<file path="src/pkg/fpes_pkg.sv">
// Register map, control fields, keys, row and page geometry and states for the flash sequencer
`default_nettype none
package fpes_pkg;
   localparam logic [3:0] ADDR_CONTROL = 4'h0;
   localparam logic [3:0] ADDR_CONTROL_CLR = 4'h1;
   localparam logic [3:0] ADDR_CONTROL_SET = 4'h2;
   localparam logic [3:0] ADDR_KEY = 4'h4;
   localparam logic [3:0] ADDR_TARGET = 4'h5;
   localparam logic [3:0] ADDR_WDATA = 4'h6;
   localparam logic [3:0] ADDR_SOURCE = 4'h7;
   localparam logic [3:0] ADDR_EVENT = 4'h8;
   localparam int GO_BIT = 15;
   localparam int PERMIT_BIT = 14;
   localparam int WFAULT_BIT = 13;
   localparam int LVFAULT_BIT = 12;
   localparam int LVSTATE_BIT = 11;
   localparam int EV_FLAG_BIT = 0;
   localparam int EV_MASK_BIT = 1;
   localparam logic [3:0] OP_WORD = 4'h1;
   localparam logic [3:0] OP_ROW = 4'h3;
   localparam logic [3:0] OP_PAGE = 4'h4;
   localparam logic [3:0] OP_ARRAY = 4'h5;
   localparam logic [31:0] KEY_FIRST = 32'haa996655;
   localparam logic [31:0] KEY_SECOND = 32'h556699aa;
   localparam logic [31:0] ROW_MASK = 32'hfffffe00;
   localparam logic [31:0] PAGE_MASK = 32'hfffff000;
   localparam logic [7:0] ROW_WORDS = 8'h80;
   localparam logic [31:0] WORD_STEP = 32'h00000004;
   localparam int PAGE_SHIFT = 12;
   localparam logic [15:0] RESET_CONTROL = 16'h0000;
   typedef enum logic [4:0] {
      FPES_IDLE = 5'h01,
      FPES_FETCH = 5'h02,
      FPES_WRITE = 5'h04,
      FPES_BUSY = 5'h08,
      FPES_DONE = 5'h10
   } fpes_state_type;
   typedef enum logic [2:0] {
      FPES_K_LOCKED = 3'h1,
      FPES_K_HALF = 3'h2,
      FPES_K_OPEN = 3'h4
   } fpes_key_type;
endpackage : fpes_pkg
`default_nettype wire

</file>
<file path="src/hw/fpes_top.sv">
// Flash program and erase sequencer with register port
// Function
// - Word program writes data word at address
// - Go bit clears when operation ends
// - Row program fetches 512 bytes from SRAM
// - Row start ignores sub-row address bits
// - Page erase ignores low address bits
// - Protected pages refuse erase
// - Array erase spares boot, needs no protection
// - Control codes select word, row, page
// - Code 0x4005 selects whole-array erase
// - Fault bits report outcome
// - Sleep waits for operation to finish
// - Idle keeps stall until operation ends
// - Debug suspends key sequence, no freeze
// - Device reset clears permit, lvstate, keys
// - Power-on reset clears every register
// - Watchdog reset leaves registers alone
// - Event flag sticky regardless of mask
// - Interrupt only when mask set
// - Go writable only with permit set
// - Only next transaction after keys starts
// - Fault and low-voltage flags in control
//
// Chosen here: the strobed register port and the register offsets.
`default_nettype none
module fpes_top
   import fpes_pkg::*;
#(
   parameter int unsigned BUSY_CYCLES = 16
) (
   input wire logic CORE_CLK_I,
   input wire logic RST_B_I,
   input wire logic DEV_RST_B_I,
   input wire logic [3:0] ADDR_I,
   input wire logic [31:0] WDATA_I,
   input wire logic WR_I,
   input wire logic RD_I,
   output logic [31:0] RDATA_O,
   input wire logic DEBUG_I,
   input wire logic SLEEP_REQ_I,
   output logic SLEEP_ACK_O,
   output logic CPU_STALL_O,
   input wire logic LOW_VOLTAGE_I,
   input wire logic BOOT_PROTECT_I,
   input wire logic [31:0] PROTECT_LIMIT_I,
   input wire logic BOOT_SELECT_I,
   output logic SRAM_RD_O,
   output logic [31:0] SRAM_ADDR_O,
   input wire logic [31:0] SRAM_DATA_I,
   output logic FLASH_WR_O,
   output logic [31:0] FLASH_ADDR_O,
   output logic [31:0] FLASH_DATA_O,
   output logic FLASH_PAGE_ERASE_O,
   output logic FLASH_ARRAY_ERASE_O,
   input wire logic FLASH_DONE_I,
   output logic LVD_ENABLE_O,
   output logic IRQ_O
);
   typedef struct packed {
      fpes_state_type state;
      fpes_key_type key;
      logic go;
      logic permit;
      logic wfault;
      logic lvfault;
      logic lvstate;
      logic [3:0] op;
      logic [31:0] target;
      logic [31:0] wdata;
      logic [31:0] source;
      logic ev_flag;
      logic ev_mask;
      logic [7:0] words;
      logic [31:0] rdata;
      logic sram_rd;
      logic [31:0] sram_addr;
      logic flash_wr;
      logic [31:0] flash_addr;
      logic [31:0] flash_data;
      logic page_erase;
      logic array_erase;
      logic sleep_ack;
      logic irq;
   } fpes_regs_type;

   fpes_regs_type r;
   fpes_regs_type next_r;
   logic bus_cycle;
   logic page_prot;
   logic [15:0] control_view;

   assign bus_cycle = WR_I | RD_I;
   assign control_view = {r.go, r.permit, r.wfault, r.lvfault, r.lvstate,
      7'h00, r.op};
   // Boot pages hang on one bit, main pages below a protect limit
   assign page_prot = BOOT_SELECT_I ? BOOT_PROTECT_I
      : ((r.target & PAGE_MASK) < PROTECT_LIMIT_I);

   always_comb begin
      next_r = r;
      next_r.rdata = 32'h00000000;
      next_r.flash_wr = 1'b0;
      next_r.sram_rd = 1'b0;
      next_r.page_erase = 1'b0;
      next_r.array_erase = 1'b0;
      next_r.lvstate = LOW_VOLTAGE_I & r.permit;
      if (RD_I) begin
         case (ADDR_I)
            ADDR_CONTROL: next_r.rdata = {16'h0000, control_view};
            ADDR_TARGET: next_r.rdata = r.target;
            ADDR_WDATA: next_r.rdata = r.wdata;
            ADDR_SOURCE: next_r.rdata = r.source;
            ADDR_EVENT: next_r.rdata = {30'h0, r.ev_mask, r.ev_flag};
            default: next_r.rdata = 32'h00000000;
         endcase
      end
      // Key state only steps on bus traffic; debug holds it
      if (bus_cycle && !DEBUG_I) begin
         case (r.key)
            FPES_K_LOCKED: begin
               if (WR_I && ADDR_I == ADDR_KEY && WDATA_I == KEY_FIRST) begin
                  next_r.key = FPES_K_HALF;
               end
            end
            FPES_K_HALF: begin
               if (WR_I && ADDR_I == ADDR_KEY && WDATA_I == KEY_SECOND) begin
                  next_r.key = FPES_K_OPEN;
               end else begin
                  next_r.key = FPES_K_LOCKED;
               end
            end
            FPES_K_OPEN: next_r.key = FPES_K_LOCKED;
            default: next_r.key = FPES_K_LOCKED;
         endcase
      end
      if (WR_I && r.state == FPES_IDLE) begin
         case (ADDR_I)
            ADDR_CONTROL: begin
               next_r.permit = WDATA_I[PERMIT_BIT];
               next_r.op = WDATA_I[3:0];
               next_r.wfault = WDATA_I[WFAULT_BIT];
               next_r.lvfault = WDATA_I[LVFAULT_BIT];
            end
            ADDR_CONTROL_SET: begin
               if (WDATA_I[PERMIT_BIT]) begin
                  next_r.permit = 1'b1;
               end
               next_r.op = r.op | WDATA_I[3:0];
            end
            ADDR_CONTROL_CLR: begin
               if (WDATA_I[PERMIT_BIT]) begin
                  next_r.permit = 1'b0;
               end
               if (WDATA_I[WFAULT_BIT]) begin
                  next_r.wfault = 1'b0;
               end
               if (WDATA_I[LVFAULT_BIT]) begin
                  next_r.lvfault = 1'b0;
               end
               next_r.op = r.op & ~WDATA_I[3:0];
            end
            ADDR_TARGET: next_r.target = WDATA_I;
            ADDR_WDATA: next_r.wdata = WDATA_I;
            ADDR_SOURCE: next_r.source = {WDATA_I[31:2], 2'b00};
            default: next_r.target = r.target;
         endcase
      end
      if (WR_I && ADDR_I == ADDR_EVENT) begin
         next_r.ev_mask = WDATA_I[EV_MASK_BIT];
         if (!WDATA_I[EV_FLAG_BIT]) begin
            next_r.ev_flag = 1'b0;
         end
      end
      case (r.state)
         FPES_IDLE: begin
            // Go needs permit and an open key on this very transaction
            if (WR_I && (ADDR_I == ADDR_CONTROL_SET
                  || ADDR_I == ADDR_CONTROL) && WDATA_I[GO_BIT]
                  && r.permit && r.key == FPES_K_OPEN) begin
               next_r.go = 1'b1;
               next_r.wfault = 1'b0;
               next_r.lvfault = 1'b0;
               next_r.words = 8'h00;
               if (LOW_VOLTAGE_I) begin
                  next_r.lvfault = 1'b1;
                  next_r.state = FPES_DONE;
               end else begin
                  case (r.op)
                     OP_WORD: begin
                        next_r.flash_addr = r.target;
                        next_r.flash_data = r.wdata;
                        next_r.flash_wr = 1'b1;
                        next_r.state = FPES_BUSY;
                     end
                     OP_ROW: begin
                        next_r.flash_addr = r.target & ROW_MASK;
                        next_r.sram_addr = r.source;
                        next_r.sram_rd = 1'b1;
                        next_r.state = FPES_FETCH;
                     end
                     OP_PAGE: begin
                        next_r.flash_addr = r.target & PAGE_MASK;
                        if (page_prot) begin
                           next_r.wfault = 1'b1;
                           next_r.state = FPES_DONE;
                        end else begin
                           next_r.page_erase = 1'b1;
                           next_r.state = FPES_BUSY;
                        end
                     end
                     OP_ARRAY: begin
                        // Any protected main page blocks it
                        if (PROTECT_LIMIT_I != 32'h00000000) begin
                           next_r.wfault = 1'b1;
                           next_r.state = FPES_DONE;
                        end else begin
                           next_r.array_erase = 1'b1;
                           next_r.state = FPES_BUSY;
                        end
                     end
                     default: next_r.state = FPES_DONE;
                  endcase
               end
            end
         end
         FPES_FETCH: begin
            // SRAM data is taken in the same cycle as the read pulse
            next_r.flash_data = SRAM_DATA_I;
            next_r.flash_wr = 1'b1;
            next_r.state = FPES_WRITE;
         end
         FPES_WRITE: begin
            if (LOW_VOLTAGE_I) begin
               next_r.lvfault = 1'b1;
            end
            if (FLASH_DONE_I) begin
               next_r.words = r.words + 8'h01;
               if (r.words + 8'h01 == ROW_WORDS || LOW_VOLTAGE_I) begin
                  next_r.state = FPES_DONE;
               end else begin
                  next_r.flash_addr = r.flash_addr + WORD_STEP;
                  next_r.sram_addr = r.sram_addr + WORD_STEP;
                  next_r.sram_rd = 1'b1;
                  next_r.state = FPES_FETCH;
               end
            end
         end
         FPES_BUSY: begin
            if (LOW_VOLTAGE_I) begin
               next_r.lvfault = 1'b1;
            end
            if (FLASH_DONE_I) begin
               next_r.state = FPES_DONE;
            end
         end
         FPES_DONE: begin
            next_r.go = 1'b0;
            next_r.ev_flag = 1'b1;
            next_r.state = FPES_IDLE;
         end
         default: next_r.state = FPES_IDLE;
      endcase
      // Sleep granted only with no operation running
      next_r.sleep_ack = SLEEP_REQ_I && next_r.state == FPES_IDLE
         && !next_r.go;
      next_r.irq = next_r.ev_flag & next_r.ev_mask;
   end

   // Power-on reset clears all; device reset only permit, lvstate, keys
   always_ff @(posedge CORE_CLK_I) begin
      if (!RST_B_I) begin
         r <= '{state: FPES_IDLE, key: FPES_K_LOCKED, default: '0};
      end else if (!DEV_RST_B_I) begin
         r <= next_r;
         r.permit <= RESET_CONTROL[PERMIT_BIT];
         r.lvstate <= RESET_CONTROL[LVSTATE_BIT];
         r.key <= FPES_K_LOCKED;
      end else begin
         r <= next_r;
      end
   end

   assign RDATA_O = r.rdata;
   assign SLEEP_ACK_O = r.sleep_ack;
   assign CPU_STALL_O = r.go;
   assign SRAM_RD_O = r.sram_rd;
   assign SRAM_ADDR_O = r.sram_addr;
   assign FLASH_WR_O = r.flash_wr;
   assign FLASH_ADDR_O = r.flash_addr;
   assign FLASH_DATA_O = r.flash_data;
   assign FLASH_PAGE_ERASE_O = r.page_erase;
   assign FLASH_ARRAY_ERASE_O = r.array_erase;
   assign LVD_ENABLE_O = r.permit;
   assign IRQ_O = r.irq;

   a_go_needs_key: assert property (@(posedge CORE_CLK_I) disable iff
      (!RST_B_I) $rose(r.go) |-> $past(r.key) == FPES_K_OPEN
      && $past(r.permit)) else $error("go set without unlock");
   a_go_clears: assert property (@(posedge CORE_CLK_I) disable iff
      (!RST_B_I) r.state == FPES_DONE |=> !r.go && r.ev_flag)
      else $error("go not cleared at end");
   a_irq_masked: assert property (@(posedge CORE_CLK_I) disable iff
      (!RST_B_I) IRQ_O |-> $past(next_r.ev_mask))
      else $error("irq without mask");
   a_row_aligned: assert property (@(posedge CORE_CLK_I) disable iff
      (!RST_B_I) (r.state == FPES_FETCH && r.words == 8'h00)
      |-> r.flash_addr[8:0] == 9'h000)
      else $error("row start misaligned");
   a_prot_refuse: assert property (@(posedge CORE_CLK_I) disable iff
      (!RST_B_I) FLASH_PAGE_ERASE_O |-> !$past(page_prot))
      else $error("protected page erased");
   a_sleep_idle: assert property (@(posedge CORE_CLK_I) disable iff
      (!RST_B_I) SLEEP_ACK_O |-> !r.go)
      else $error("sleep during operation");
   a_debug_hold: assert property (@(posedge CORE_CLK_I) disable iff
      (!RST_B_I || !DEV_RST_B_I) DEBUG_I |=> r.key == $past(r.key))
      else $error("key moved in debug");
   a_flag_sticky: assert property (@(posedge CORE_CLK_I) disable iff
      (!RST_B_I) r.ev_flag && !(WR_I && ADDR_I == ADDR_EVENT) |=> r.ev_flag)
      else $error("event flag lost");
endmodule : fpes_top
`default_nettype wire

</file>
<file path="config.mk">
export PLATFORM = sky130hd
export DESIGN_NAME = fpes_top
export DESIGN_NICKNAME = d
export VERILOG_FILES = /design/src/pkg/fpes_pkg.sv /design/src/hw/fpes_top.sv
export SDC_FILE = /design/constraint.sdc
export NUM_CORES = 1
export LEC_CHECK = 0
export BUFFER_PORTS_ARGS = -buffer_cell sky130_fd_sc_hd__buf_2
export CAP_MARGIN = 20
export CORE_ASPECT_RATIO = 1.2
export CORE_MARGIN = 1
export CORE_UTILIZATION = 30
export DETAILED_ROUTE_END_ITERATION = 8
export PLACE_DENSITY = 0.55
export SLEW_MARGIN = 20
export SYNTH_ARGS = -nofsm -noshare
export SYNTH_HDL_FRONTEND = slang
export SYNTH_SLANG_ARGS = --single-unit
</file>
<file path="constraint.sdc">
create_clock -name CORE_CLK_I -period 3.2 [get_ports CORE_CLK_I]
set_clock_uncertainty 0.15 [all_clocks]
set_input_delay 0.64 -clock CORE_CLK_I [delete_from_list [all_inputs] [get_ports CORE_CLK_I]]
set_output_delay 0.64 -clock CORE_CLK_I [all_outputs]
set_load 0.03 [all_outputs]
</file>
# Word level (Yosys, flattened, before mapping)
# Cells that the tools add are included.
word_totals:
  elab_cells: 146
  input_bits: 111
  reg_bits: 257
op_classes:
  n_eq_ne: 26
  muxes: 63
  reduce_logical: 23
  bitwise: 6
  addsub: 3
  order_cmp: 1
op_table:
  columns: ["op", "n"]
  rows:
  - ["two-way mux 100 bit", 3]
  - ["two-way mux 32 bit", 7]
  - ["case mux 32 bit (5 select lines)", 1]
  - ["case mux 32 bit (2 select lines)", 2]
  - ["two-way mux 33 bit", 3]
  - ["case mux 32 bit (3 select lines)", 1]
  - ["case mux 33 bit (2 select lines)", 1]
  - ["adder 32 x 3 -> 32 bit (second input constant)", 2]
  - ["case mux 5 bit (4 select lines)", 2]
  - ["two-way mux 5 bit", 7]
  - ["equality test 32 x 31 -> 1 bit (second input constant)", 1]
  - ["equality test 32 bit (second input constant)", 1]
  - ["< comparator 32 bit", 1]
  - ["nonzero test 32 bit", 1]
  - ["equality test 4 x 3 -> 1 bit (second input constant)", 6]
  - ["two-way mux 1 bit", 19]
  - ["two-way mux 8 bit", 2]
  - ["case mux 8 bit (2 select lines)", 1]
  - ["logical AND 1 bit", 12]
  - ["case mux 4 bit (3 select lines)", 1]
  - ["equality test 5 x 1 -> 1 bit (second input constant)", 2]
  - ["adder 8 x 1 -> 8 bit (second input constant)", 1]
  - ["equality test 4 x 1 -> 1 bit (second input constant)", 2]
  - ["equality test 4 x 2 -> 1 bit (second input constant)", 2]
  - ["other kinds (28)", 41]

# Depth between registers and ports, before layout
# Gate-level depths: netlist of the first run.
depth:
  ltp_word: 11
  mapped_depth: 9
  depth_no_buf: 8

# Worst setup path after synthesis of the first run
# OpenSTA, ideal clock, no wires.
synth_timing:
  path_kind: "input -> register"
  start: "in PROTECT_LIMIT_I[23]"
  end: "reg r[255] (netlist name)"
  t_required_ns: 2.927
  path_stages: 8
  arrival_ns: 2.307
  setup_ns: 0.123
  setup_slack_ns: 0.620
  path_cell_list: "inv_1 ha_1 a21oi_1 nand3_1 a311o_1 a2111oi_0 nor4_1 or2_2"
synth_via:
  elab_chain_cells: 7
  elab_cells_between_ends: 9
synth_lines:
  columns: ["element", "line", "rtl"]
  rows:
  - ["start, declared", "fpes_top.sv:46", "input wire logic [31:0] PROTECT_LIMIT_I,"]
  - ["< comparator 32 bit", "fpes_top.sv:98", ": ((r.target & PAGE_MASK) < PROTECT_LIMIT_I);"]
  - ["two-way mux 1 bit", "fpes_top.sv:97", "assign page_prot = BOOT_SELECT_I ? BOOT_PROTECT_I"]
  - ["two-way mux 5 bit", "fpes_top.sv:204", "if (page_prot) begin"]
  - ["case mux 5 bit (4 select lines) *", "fpes_top.sv:189", "case (r.op)"]
  - ["two-way mux 5 bit *", "fpes_top.sv:185", "if (LOW_VOLTAGE_I) begin"]
  - ["two-way mux 5 bit *", "fpes_top.sv:178", "if (WR_I && (ADDR_I == ADDR_CONTROL_SET"]
  - ["case mux 5 bit (4 select lines) *", "fpes_top.sv:175", "case (r.state)"]
  - ["end signal, assigned", "fpes_top.sv:275", "r <= next_r;"]
  - ["end signal, assigned", "fpes_top.sv:280", "r <= next_r;"]
  - ["end, declared", "fpes_top.sv:87", "fpes_regs_type r;"]
# Every way passes the cells marked *; elsewhere a longest branch is shown, timed or not.
# A chain may end at the register's enable or synchronous reset.

# Worst setup path in the final report of the first run
layout_timing:
  start: "reg r[137] (netlist name)"
  end: "reg r, in the netlist SRAM_ADDR_O[16]"
layout_via:
  elab_chain_cells: 6
layout_lines:
  columns: ["element", "line", "rtl"]
  rows:
  - ["adder 8 x 1 -> 8 bit", "fpes_top.sv:239", "if (r.words + 8'h01 == ROW_WORDS || LOW_VOLTAGE_I) begin"]
  - ["equality test 8 bit", "fpes_top.sv:239", null]
  - ["logical OR 1 bit", "fpes_top.sv:239", null]
  - ["two-way mux 33 bit", "fpes_top.sv:239", null]
  - ["two-way mux 33 bit", "fpes_top.sv:237", "if (FLASH_DONE_I) begin"]
  - ["case mux 33 bit (2 select lines)", "fpes_top.sv:175", null]
# Every way passes these cells.

==> metrics.cfg, run 1 <==
[sta]
rsz0062_at_grt = no
fin_crit_sh_pct = 89.1
final_hold_viol_count = 0
period_minus_slack_ps = 2850
slew_violations = 0
setup_violations = 0
setup_slack_ps = 350
fmax_ghz = 0.351
timing.hold.ws_ps = 170
worst_pin_slew_ps = 987
slew_headroom_pct = 34.2
fin_tns_setup_ps = 0

[clocking]
cts_buffer_depth = 3
htreeDepth = 1
ctsHoldBuffers = 0
path_clk_slew_ps = 60
clkSinkCount = 253
cts_made_buffers = 28
root_buffer = clkbuf_16
tritoncts = built
post_cts_buffers = 0
clk_latency_ps = 570
cts_resized = 0

[critical_path]
cp_slowest_stage_delay_ps = 880
r2r.worst_path.cells = 6
critPathKind = flip-flop to flip-flop
crit_slowest_cell = a21oi_1
startpoint = r[137]
cp-start-kind = flip-flop
crit_path_end_kind = flip-flop
crit_top_cell = nand3_1
timing.critical_path.fanout_max = 11
rrSetupSlack_ps = 350
arrival_ps = 3190
required_ps = 3540
critical_path.cell_chain = or4_4 > o22ai_2 > nand3_1 > a21oi_1 > o21ai_0 > nand3_1
reg2reg_to = SRAM_ADDR_O[16]
rr_startpoint = r[137]

[synthesis]
synth_top_area_cell = dfxtp_1
synth.most_common_cell = nand2_1
netlist_instances = 1700
async_reset_ff_share_pct = 0
avgSynthCellArea_um2 = 8.03
synth.top_cell.area_share_pct = 37.1
yosysWarnings = 0
ys_seq_elements = 253
synth_edf_count = 0
yosysUniqueCellTypes = 92
synth.top_cells.by_count = 278 x nand2_1, 253 x dfxtp_1, 172 x a21oi_1
synth_top_flop_cell = dfxtp_1
synth_area_mm2 = 0.0136
synthTopCellsByArea = dfxtp_1 37%, nand2_1 7.6%, buf_4 7.4%
ys_seq_area_share_pct = 37.1

[detailed_routing]
route.detailed.drc = 0
antenna_left = 0
wirelength_um = 53200
vias_per_cell = 5.36
drt-initial-drc-count = 1068
firstDrtPassIters = 5
wl_per_cell_um = 21.8
vias = 13086

[pwr]
ir_drop_v = 0.000362
intPower_uw = 5220
p_seq_share_pct = 46.4
netSwitchingPower_uw = 1670
p_sw_share_pct = 24.2
combPwrFrac_pct = 5.6
powerDensity_mw_per_mm2 = 439
clkPwrFrac_pct = 48.0
p_leak_uw = 0.00595

[floorplanning]
core_area_mm2 = 0.0449
die_h_um = 236
initial_utilization_pct = 30.4
die_x_um = 197
ioPinCount = 247
die_area_mm2 = 0.0464
rows = 85

[placement]
place_congestion = 0.906
dp_cells = 2388
port_buffers = 244
hpwlAfterDp_um = 40700
pre_cts_ws_ps = 225

[job]
cap_violations = 0

[global_route]
grt_use_total_pct = 22.5
grt_pass1_vias = 12364
grt_pass1_wl_um = 79500
antenna_found_initial = 3
grt-ovfl-total = 0
grt_max_degree = 90

[final_layout]
fin_nets = 1943
drive_gt1_share_pct = 24.0
fin_cells = 2442
area_delta_synth_final_pct = 14.9

[hold_path]
hold_end = r[249]
min_path_cells = 2
hold_path.class = primary input to flip-flop
holdCritStartpoint = DEV_RST_B_I

[outcome]
outcome = complete, no violations

[logic make-up (layout without fill, tap and decap cells)]
group,Yosys count,in the layout,share of synthesized area (%)
AOI/OAI and AO/OA,450,450,21.8
adders and majority gates,23,23,2.11
buffers and inverters,262,391,11.7
and+or+nand+nor,666,666,23.9
DFF,253,253,37.1
other,1,5,0.0275
xor gates and xnor gates,14,14,0.899
muxes,31,31,2.52
[registers in the layout (all words and copies together) (netlist names), 7 cells and up]
| signal | flops |
|---|---|
| FLASH_ADDR_O | 32 |
| FLASH_DATA_O | 32 |
| RDATA_O | 32 |
| SRAM_ADDR_O | 30 |
| control_view | 7 |
| r | 112 |
[worst max-delay path, delay by kind of cell, from the launching register on]
family | cells | cell delay, ps
AO/OA/AOI/OAI | 3 | 1290
AND/OR/NAND/NOR | 3 | 990
flip-flops | 1 | 360
[placed cells by master, fill, tap and decap left out, types with 28 or more instances in the layout]
cell	synthesis	routed
nand3_1	42	42
buf_2	28	244
nor3_1	29	28
clkbuf_16	0	28
nand2_1	278	278
a211oi_1	43	43
nor2_1	150	149
buf_4	134	62
nand4_1	34	34
a21oi_1	172	172
a22oi_1	73	73
o21ai_0	46	46
dfxtp_1	253	253
[power by group through the flow]
| stage | clock [uW] | sequential, uW | combinational [uW] |
|---|---|---|---|
| after global routing | 3510 | 3190 | 413 |
| after global placement | 0 | 3260 | 379 |
| after floorplan | 0 | 3250 | 178 |
| after detailed placement | 0 | 3260 | 381 |
| after CTS | 3370 | 3190 | 382 |
| final | 3310 | 3190 | 384 |
[worst max path at each step]
stage	endpoint	slack, ps
after floorplan	r[255]	620
after global placement	r[255]	170
after detailed placement	r[255]	220
after CTS	r[255]	390
after global routing	SRAM_ADDR_O[18]	120
final	SRAM_ADDR_O[16]	350
[per-layer routing]
layer	global-route usage, %	part of all wire, %	vias to the layer above
met5	0	0.017	-
met4	10.9	4.9	2
met3	2.98	7.0	100
met2	35.6	46	599
met1	30.1	43	6202
li1	-	-	6183
[layout make-up]
class | instances | area [um^2]
antenna | 3 | 7.51
clock buffer | 36 | 761
clock inverter | 15 | 168
fill | 4834 | 29200
inverter | 28 | 110
multi-input combinational | 1186 | 7000
sequential | 253 | 5060
tap | 609 | 762
timing repair buffer | 312 | 1810
[stage by stage]
step	utilization, %	cell area [um^2]	power [uW]
2_1_floorplan	-	13700	3430
3_3_place_gp	32.9	14700	3640
3_5_place_dp	32.9	14700	3650
4_1_cts	34.9	15700	6940
5_1_grt	34.9	15700	7110
6_report	34.9	15700	6890
No activity file was read; power rests on OpenSTA's default activity.
==> run 2, diff against run 1 <==
==> constraint.sdc (replaced) <==
create_clock -name CORE_CLK_I -period 3.2 [get_ports CORE_CLK_I]
set_clock_uncertainty 0.15 [all_clocks]
set_input_delay 0.16 -clock CORE_CLK_I [delete_from_list [all_inputs] [get_ports CORE_CLK_I]]
set_output_delay 0.16 -clock CORE_CLK_I [all_outputs]
set_load 0.03 [all_outputs]
==> run 2 against run 1 <==
Clock-buffer cell count unchanged. Design area rose by 4.2%. Core utilization is 1.5 points higher. Clock power rose by 8.8%. Die area did not move. Critical path depth is 3 higher. Total power rose by 5.1%. Register-to-register slack improved by 190 ps. Largest cell class unchanged.
==> metrics.cfg, run 2 (synthesis gave the netlist of run 1 again) <==
[sta]
rsz0062_at_grt = no
slew_violations = 0  ; unchanged
final_hold_viol_count = 0  ; unchanged
setup_violations = 0  ; unchanged
fmax_ghz = 0.348  ; -0.83%
setup_slack_ps = 326  ; -23.9 ps
period_minus_slack_ps = 2870  ; +23.9 ps
worst_pin_slew_ps = 1010  ; +26.7 ps
slew_headroom_pct = 32.4  ; -1.8 points
fin_tns_setup_ps = 0  ; unchanged
fin_crit_sh_pct = 89.8  ; +0.75 points

[global_route]
antenna_found_initial = 1  ; -2
grt-ovfl-total = 0  ; unchanged
grt_pass1_wl_um = 80700  ; +1.5%
grt_pass1_vias = 12746  ; +3.1%
grt_use_total_pct = 22.7  ; +0.16 points
grt_max_degree = 125  ; +39%

[final_layout]
area_delta_synth_final_pct = 19.7
postLayoutCoreUtil_pct = 36.4  ; +1.5 points
fin_area_mm2 = 0.0163  ; +4.2%
drive_gt1_share_pct = 22.3  ; -1.7 points
final_cell_mix = 278 x nand2_1, 253 x dfxtp_1, 244 x buf_2
fin_cells = 2496  ; +2.2%
largest_register_ffs = 112  ; unchanged
diodes = 0  ; -3
final_common_cell = nand2_1
top_register = r
fin_nets = 1998  ; +2.8%

[clocking]
cts_made_buffers = 29  ; +3.6%
htreeDepth = 1  ; unchanged
clkSinkCount = 253  ; unchanged
cts_buffer_depth = 3  ; unchanged
tritoncts = built
path_clk_slew_ps = 60  ; about the same
clk_latency_ps = 570  ; about the same
cts_resized = 0  ; unchanged
root_buffer = clkbuf_16

[detailed_routing]
wirelength_um = 53600  ; +0.59%
antenna_left = 0  ; unchanged
route.detailed.drc = 0  ; unchanged
wl_per_cell_um = 21.5  ; -1.6%
vias = 13349  ; +2.0%
drt-initial-drc-count = 1358  ; +27%
firstDrtPassIters = 7  ; +2
vias_per_cell = 5.35  ; -0.20%

[floorplanning]
die_h_um = 236  ; unchanged
core_area_mm2 = 0.0449  ; unchanged
ioPinCount = 247  ; unchanged
rows = 85  ; unchanged
initial_utilization_pct = 30.4  ; unchanged
die_area_mm2 = 0.0464  ; unchanged
die_x_um = 197  ; unchanged

[pwr]
netSwitchingPower_uw = 1710  ; +2.7%
clkPwrFrac_pct = 49.7  ; +1.7 points
ir_drop_v = 0.000370  ; +2.2%
intPower_uw = 5520  ; +5.9%
p_seq_share_pct = 44.1  ; -2.3 points
p_sw_share_pct = 23.7  ; -0.56 points
p_leak_uw = 0.00618  ; +4.0%
combPwrFrac_pct = 6.2  ; +0.6 points
powerDensity_mw_per_mm2 = 443  ; +0.92%

[critical_path]
crit_slowest_cell = dlygate4sd3_1
required_ps = 3500  ; -40 ps
cp-start-kind = primary input
critPathKind = primary input to flip-flop
critical_path.cell_chain = dlygate4sd3_1 > buf_2 > nor2b_4 > nand3_1 > or4_4 > a211oi_4 > mux2i_1 > nand3_1 > dlygate4sd3_1
cp_slowest_stage_delay_ps = 590  ; -290 ps
arrival_ps = 3170  ; -20 ps
timing.critical_path.fanout_max = 11  ; unchanged
crit_path_end_kind = flip-flop

[placement]
place_congestion = 0.941  ; +3.9%
dp_cells = 2363  ; -1.0%
hpwlAfterDp_um = 39900  ; -1.9%
port_buffers = 244  ; unchanged
pre_cts_ws_ps = 542  ; +317 ps
dpl_cell_area_mm2 = 0.0145  ; -1.5%

[job]
cap_violations = 0  ; unchanged

[hold_path]
hold_path.class = primary input to flip-flop

[outcome]
outcome = complete, no violations

## run 2: cell types whose count changed in the layout (fill, tap and decap cells not counted), moves of 2 or more
cell	previous run	this run
clkbuf_8	3	5
diode_2	3	0
clkbuf_1	5	2
buf_12	6	3
bufinv_16	3	5
buf_4	62	40
dlygate4sd3_1	0	79
## run 2: power by group through the flow
stage	logic (uW)	registers, uW	clock network, uW
CTS	444	3190	3650
detailed placement	367	3260	0
global placement	364	3260	0
finish	450	3190	3600
floorplan	178	3250	0
global route	481	3190	3790
## run 2: worst paths after layout
kind	from	end	slack [ps]	depth (start not counted)
worst max-delay path	ADDR_I[2]	r[249]	330	9
worst min register to register	FLASH_ADDR_O[1]	FLASH_ADDR_O[1]	310	2
worst max register to register	r[235]	r[255]	540	7
worst min-delay path	PROTECT_LIMIT_I[24]	FLASH_ARRAY_ERASE_O	40	6
## run 2: worst max-delay path: cells and delay by family
kind,cells,cell delay [ps]
buffers and inverters,3,1410
muxes,1,240
AOI/OAI and AO/OA,1,340
and+or+nand+nor,4,1000
## run 2: through the flow
| step | power, uW | hold WS (ps) |
|---|---|---|
| global placement | 3630 | 272 |
| CTS | 7290 | 37.7 |
| floorplan | 3430 | 96.2 |
| finish | 7240 | 38.3 |
| global route | 7460 | 66.6 |
| detailed placement | 3630 | 276 |
## run 2: repair_timing
action                                 CTS  global route
setup buffers                            0             0
endpoints found under the hold margin  154             0
hold buffers                            79             0
## run 2: layout make-up
class	instances	area [um^2]
timing repair buffer	366	2370
multi-input combinational	1186	7000
inverter	28	110
clock buffer	36	802
tap	609	762
fill	4713	28500
clock inverter	18	225
sequential	253	5060
## run 2: metal layers
metal,part of all wire (%),wire length [um],GRT usage (%),vias up
li1,-,-,-,6280
met4,4.3,2290,9.30,0
met1,43,22900,30.2,6350
met3,6.5,3470,2.88,95
met5,0,0,0,-
met2,46,24900,36.8,624
==> run 3, diff against run 2 <==
BUFFER_PORTS_ARGS = -buffer_cell sky130_fd_sc_hd__buf_4   (was -buffer_cell sky130_fd_sc_hd__buf_2)
==> run 3 against run 2 <==
Total power down 0.88%. Cell count fell by 0.12%. Sequential cell count did not move. Combinational power grew 8.4%. Worst setup slack worse by 7.4 ps. Global-route usage decreased by 0.068 points. Largest power group unchanged.
==> metrics.cfg, run 3 (synthesis gave the netlist of run 1 again) <==
[critical_path]
crit_slowest_cell = dlygate4sd3_1
required_ps = 3510  ; about the same
timing.critical_path.fanout_max = 5  ; -6
cp_slowest_stage_delay_ps = 570  ; -20 ps
critical_path.cell_chain = dlygate4sd3_1 > buf_4 > nor4b_1 > nand4_1 > or4_4 > a211oi_4 > mux2i_1 > nand3_1 > dlygate4sd3_1
critPathKind = primary input to flip-flop
crit_buf_inv = 3  ; unchanged
crit_family = buffers and inverters
arrival_ps = 3190  ; +20 ps
crit_top_cell = dlygate4sd3_1
cp-start-kind = primary input
crit_path_end_kind = flip-flop

[detailed_routing]
vias = 13283  ; -0.49%
wl_per_cell_um = 21.7  ; +0.94%
antenna_left = 0  ; unchanged
route.detailed.drc = 0  ; unchanged
wirelength_um = 54000  ; +0.82%
vias_per_cell = 5.33  ; -0.37%
drt-initial-drc-count = 1253  ; -7.7%
firstDrtPassIters = 6  ; -1

[clocking]
htreeDepth = 1  ; unchanged
clk_latency_ps = 570  ; about the same
post_cts_buffers = 0  ; unchanged
path_clk_slew_ps = 60  ; about the same
root_buffer = clkbuf_16
cts_made_buffers = 29  ; unchanged
cts_buffer_depth = 3  ; unchanged
ctsHoldBuffers = 78  ; -1.3%
clkSinkCount = 253  ; unchanged
cts_resized = 0  ; unchanged
tritoncts = built

[final_layout]
postLayoutCoreUtil_pct = 37.6  ; +1.2 points
largest_register_ffs = 112  ; unchanged
final_cell_mix = 285 x buf_4, 278 x nand2_1, 253 x dfxtp_1
final_common_cell = buf_4
area_delta_synth_final_pct = 23.8
fin_cells = 2493  ; -0.12%
fin_nets = 1997  ; -0.050%
nFillCells = 4571  ; -3.0%
diodes = 0  ; unchanged
top_register = r
drive_gt1_share_pct = 22.1  ; -0.18 points

[floorplanning]
ioPinCount = 247  ; unchanged
die_h_um = 236  ; unchanged
die_area_mm2 = 0.0464  ; unchanged
initial_utilization_pct = 30.4  ; unchanged
rows = 85  ; unchanged
die_x_um = 197  ; unchanged
core_area_mm2 = 0.0449  ; unchanged

[sta]
rsz0062_at_grt = no
final_hold_viol_count = 0  ; unchanged
slew_headroom_pct = 25.9  ; -6.5 points
period_minus_slack_ps = 2880  ; +7.43 ps
setup_violations = 0  ; unchanged
worst_pin_slew_ps = 1110  ; +98.1 ps
fin_tns_setup_ps = 0  ; unchanged
fin_crit_sh_pct = 90.0  ; +0.23 points
slew_violations = 0  ; unchanged
fmax_ghz = 0.347  ; -0.26%

[pwr]
combPwrFrac_pct = 6.8  ; +0.6 points
netSwitchingPower_uw = 1720  ; +0.29%
p_sw_share_pct = 24.0  ; +0.28 points
powerDensity_mw_per_mm2 = 425  ; -4.1%
p_seq_share_pct = 44.5  ; +0.4 points
intPower_uw = 5460  ; -1.2%
ir_drop_v = 0.000318  ; -14%
p_leak_uw = 0.00622  ; +0.66%
p_total_uw = 7180  ; -0.88%
clkPwrFrac_pct = 48.7  ; -1.0 points

[placement]
place_congestion = 0.963  ; +2.2%
port_buffers = 244  ; unchanged
dp_cells = 2363  ; unchanged
hpwlAfterDp_um = 40100  ; +0.55%

[outcome]
outcome = complete, no violations

[global_route]
grt_pass1_vias = 12746  ; unchanged
grt_pass1_wl_um = 80200  ; -0.62%
grt-ovfl-total = 0  ; unchanged
antenna_found_initial = 0  ; -1
grt_max_degree = 70  ; -44%
grt_use_total_pct = 22.6  ; -0.068 points

[job]
cap_violations = 0  ; unchanged

[hold_path]
hold_path.class = primary input to flip-flop

## run 3: cell type report
cell class | instances | area (um^2) | share of cell area, %
well taps | 609 | 762 | 4.51
inverters | 28 | 108 | 0.637
clock inverters | 12 | 161 | 0.955
flip-flops and latches | 253 | 5060 | 30.0
repair buffers | 365 | 2960 | 17.5
clock buffers | 40 | 837 | 4.95
multi-input cells | 1186 | 7000 | 41.4
## run 3: path summary, 6_finish.rpt
| path | slack (ps) | start | to | cells after the start |
|---|---|---|---|---|
| worst max register to register | 440 | r[256] | SRAM_ADDR_O[18] | 6 |
| worst min-delay path | 90 | PROTECT_LIMIT_I[6] | FLASH_ARRAY_ERASE_O | 7 |
| worst max-delay path | 320 | WDATA_I[21] | r[249] | 9 |
| worst min register to register | 320 | r[194] | r[194] | 2 |
## run 3: per-stage QoR
stage | worst slack (ps) | cell area, um^2 | hold slack (ps)
after CTS | 392 | 16900 | 75.7
after detailed placement | 490 | 15100 | 252
final | 319 | 16900 | 85.1
after global placement | 527 | 15100 | 249
after global routing | 268 | 16900 | 87.4
after floorplan | 968 | 13700 | 96.2
## run 3: worst register-to-register path, cell delays in order (launching register included)
cell	delay (ps)
dfxtp_1	360
or3_4	410
nor2_2	340
a21oi_4	170
a21oi_1	910
o21ai_0	240
nand3_1	130
## run 3: per-layer routing
layer / share of wire [%] / routed length (um) / track usage (%) / vias up
met5: 0 / 0 / 0 / -
met4: 5.3 / 2880 / 11.8 / 0
met3: 7.2 / 3870 / 3.64 / 107
met2: 46 / 24800 / 36.3 / 560
met1: 42 / 22500 / 28.9 / 6336
li1: - / - / - / 6280
## run 3: power groups by stage
stage                     combinational (uW)  clock [uW]  sequential, uW
final                                    488        3490            3200
after global routing                     518        3690            3190
after CTS                                482        3560            3190
after detailed placement                 401           0            3260
after global placement                   397           0            3260
after floorplan                          178           0            3250
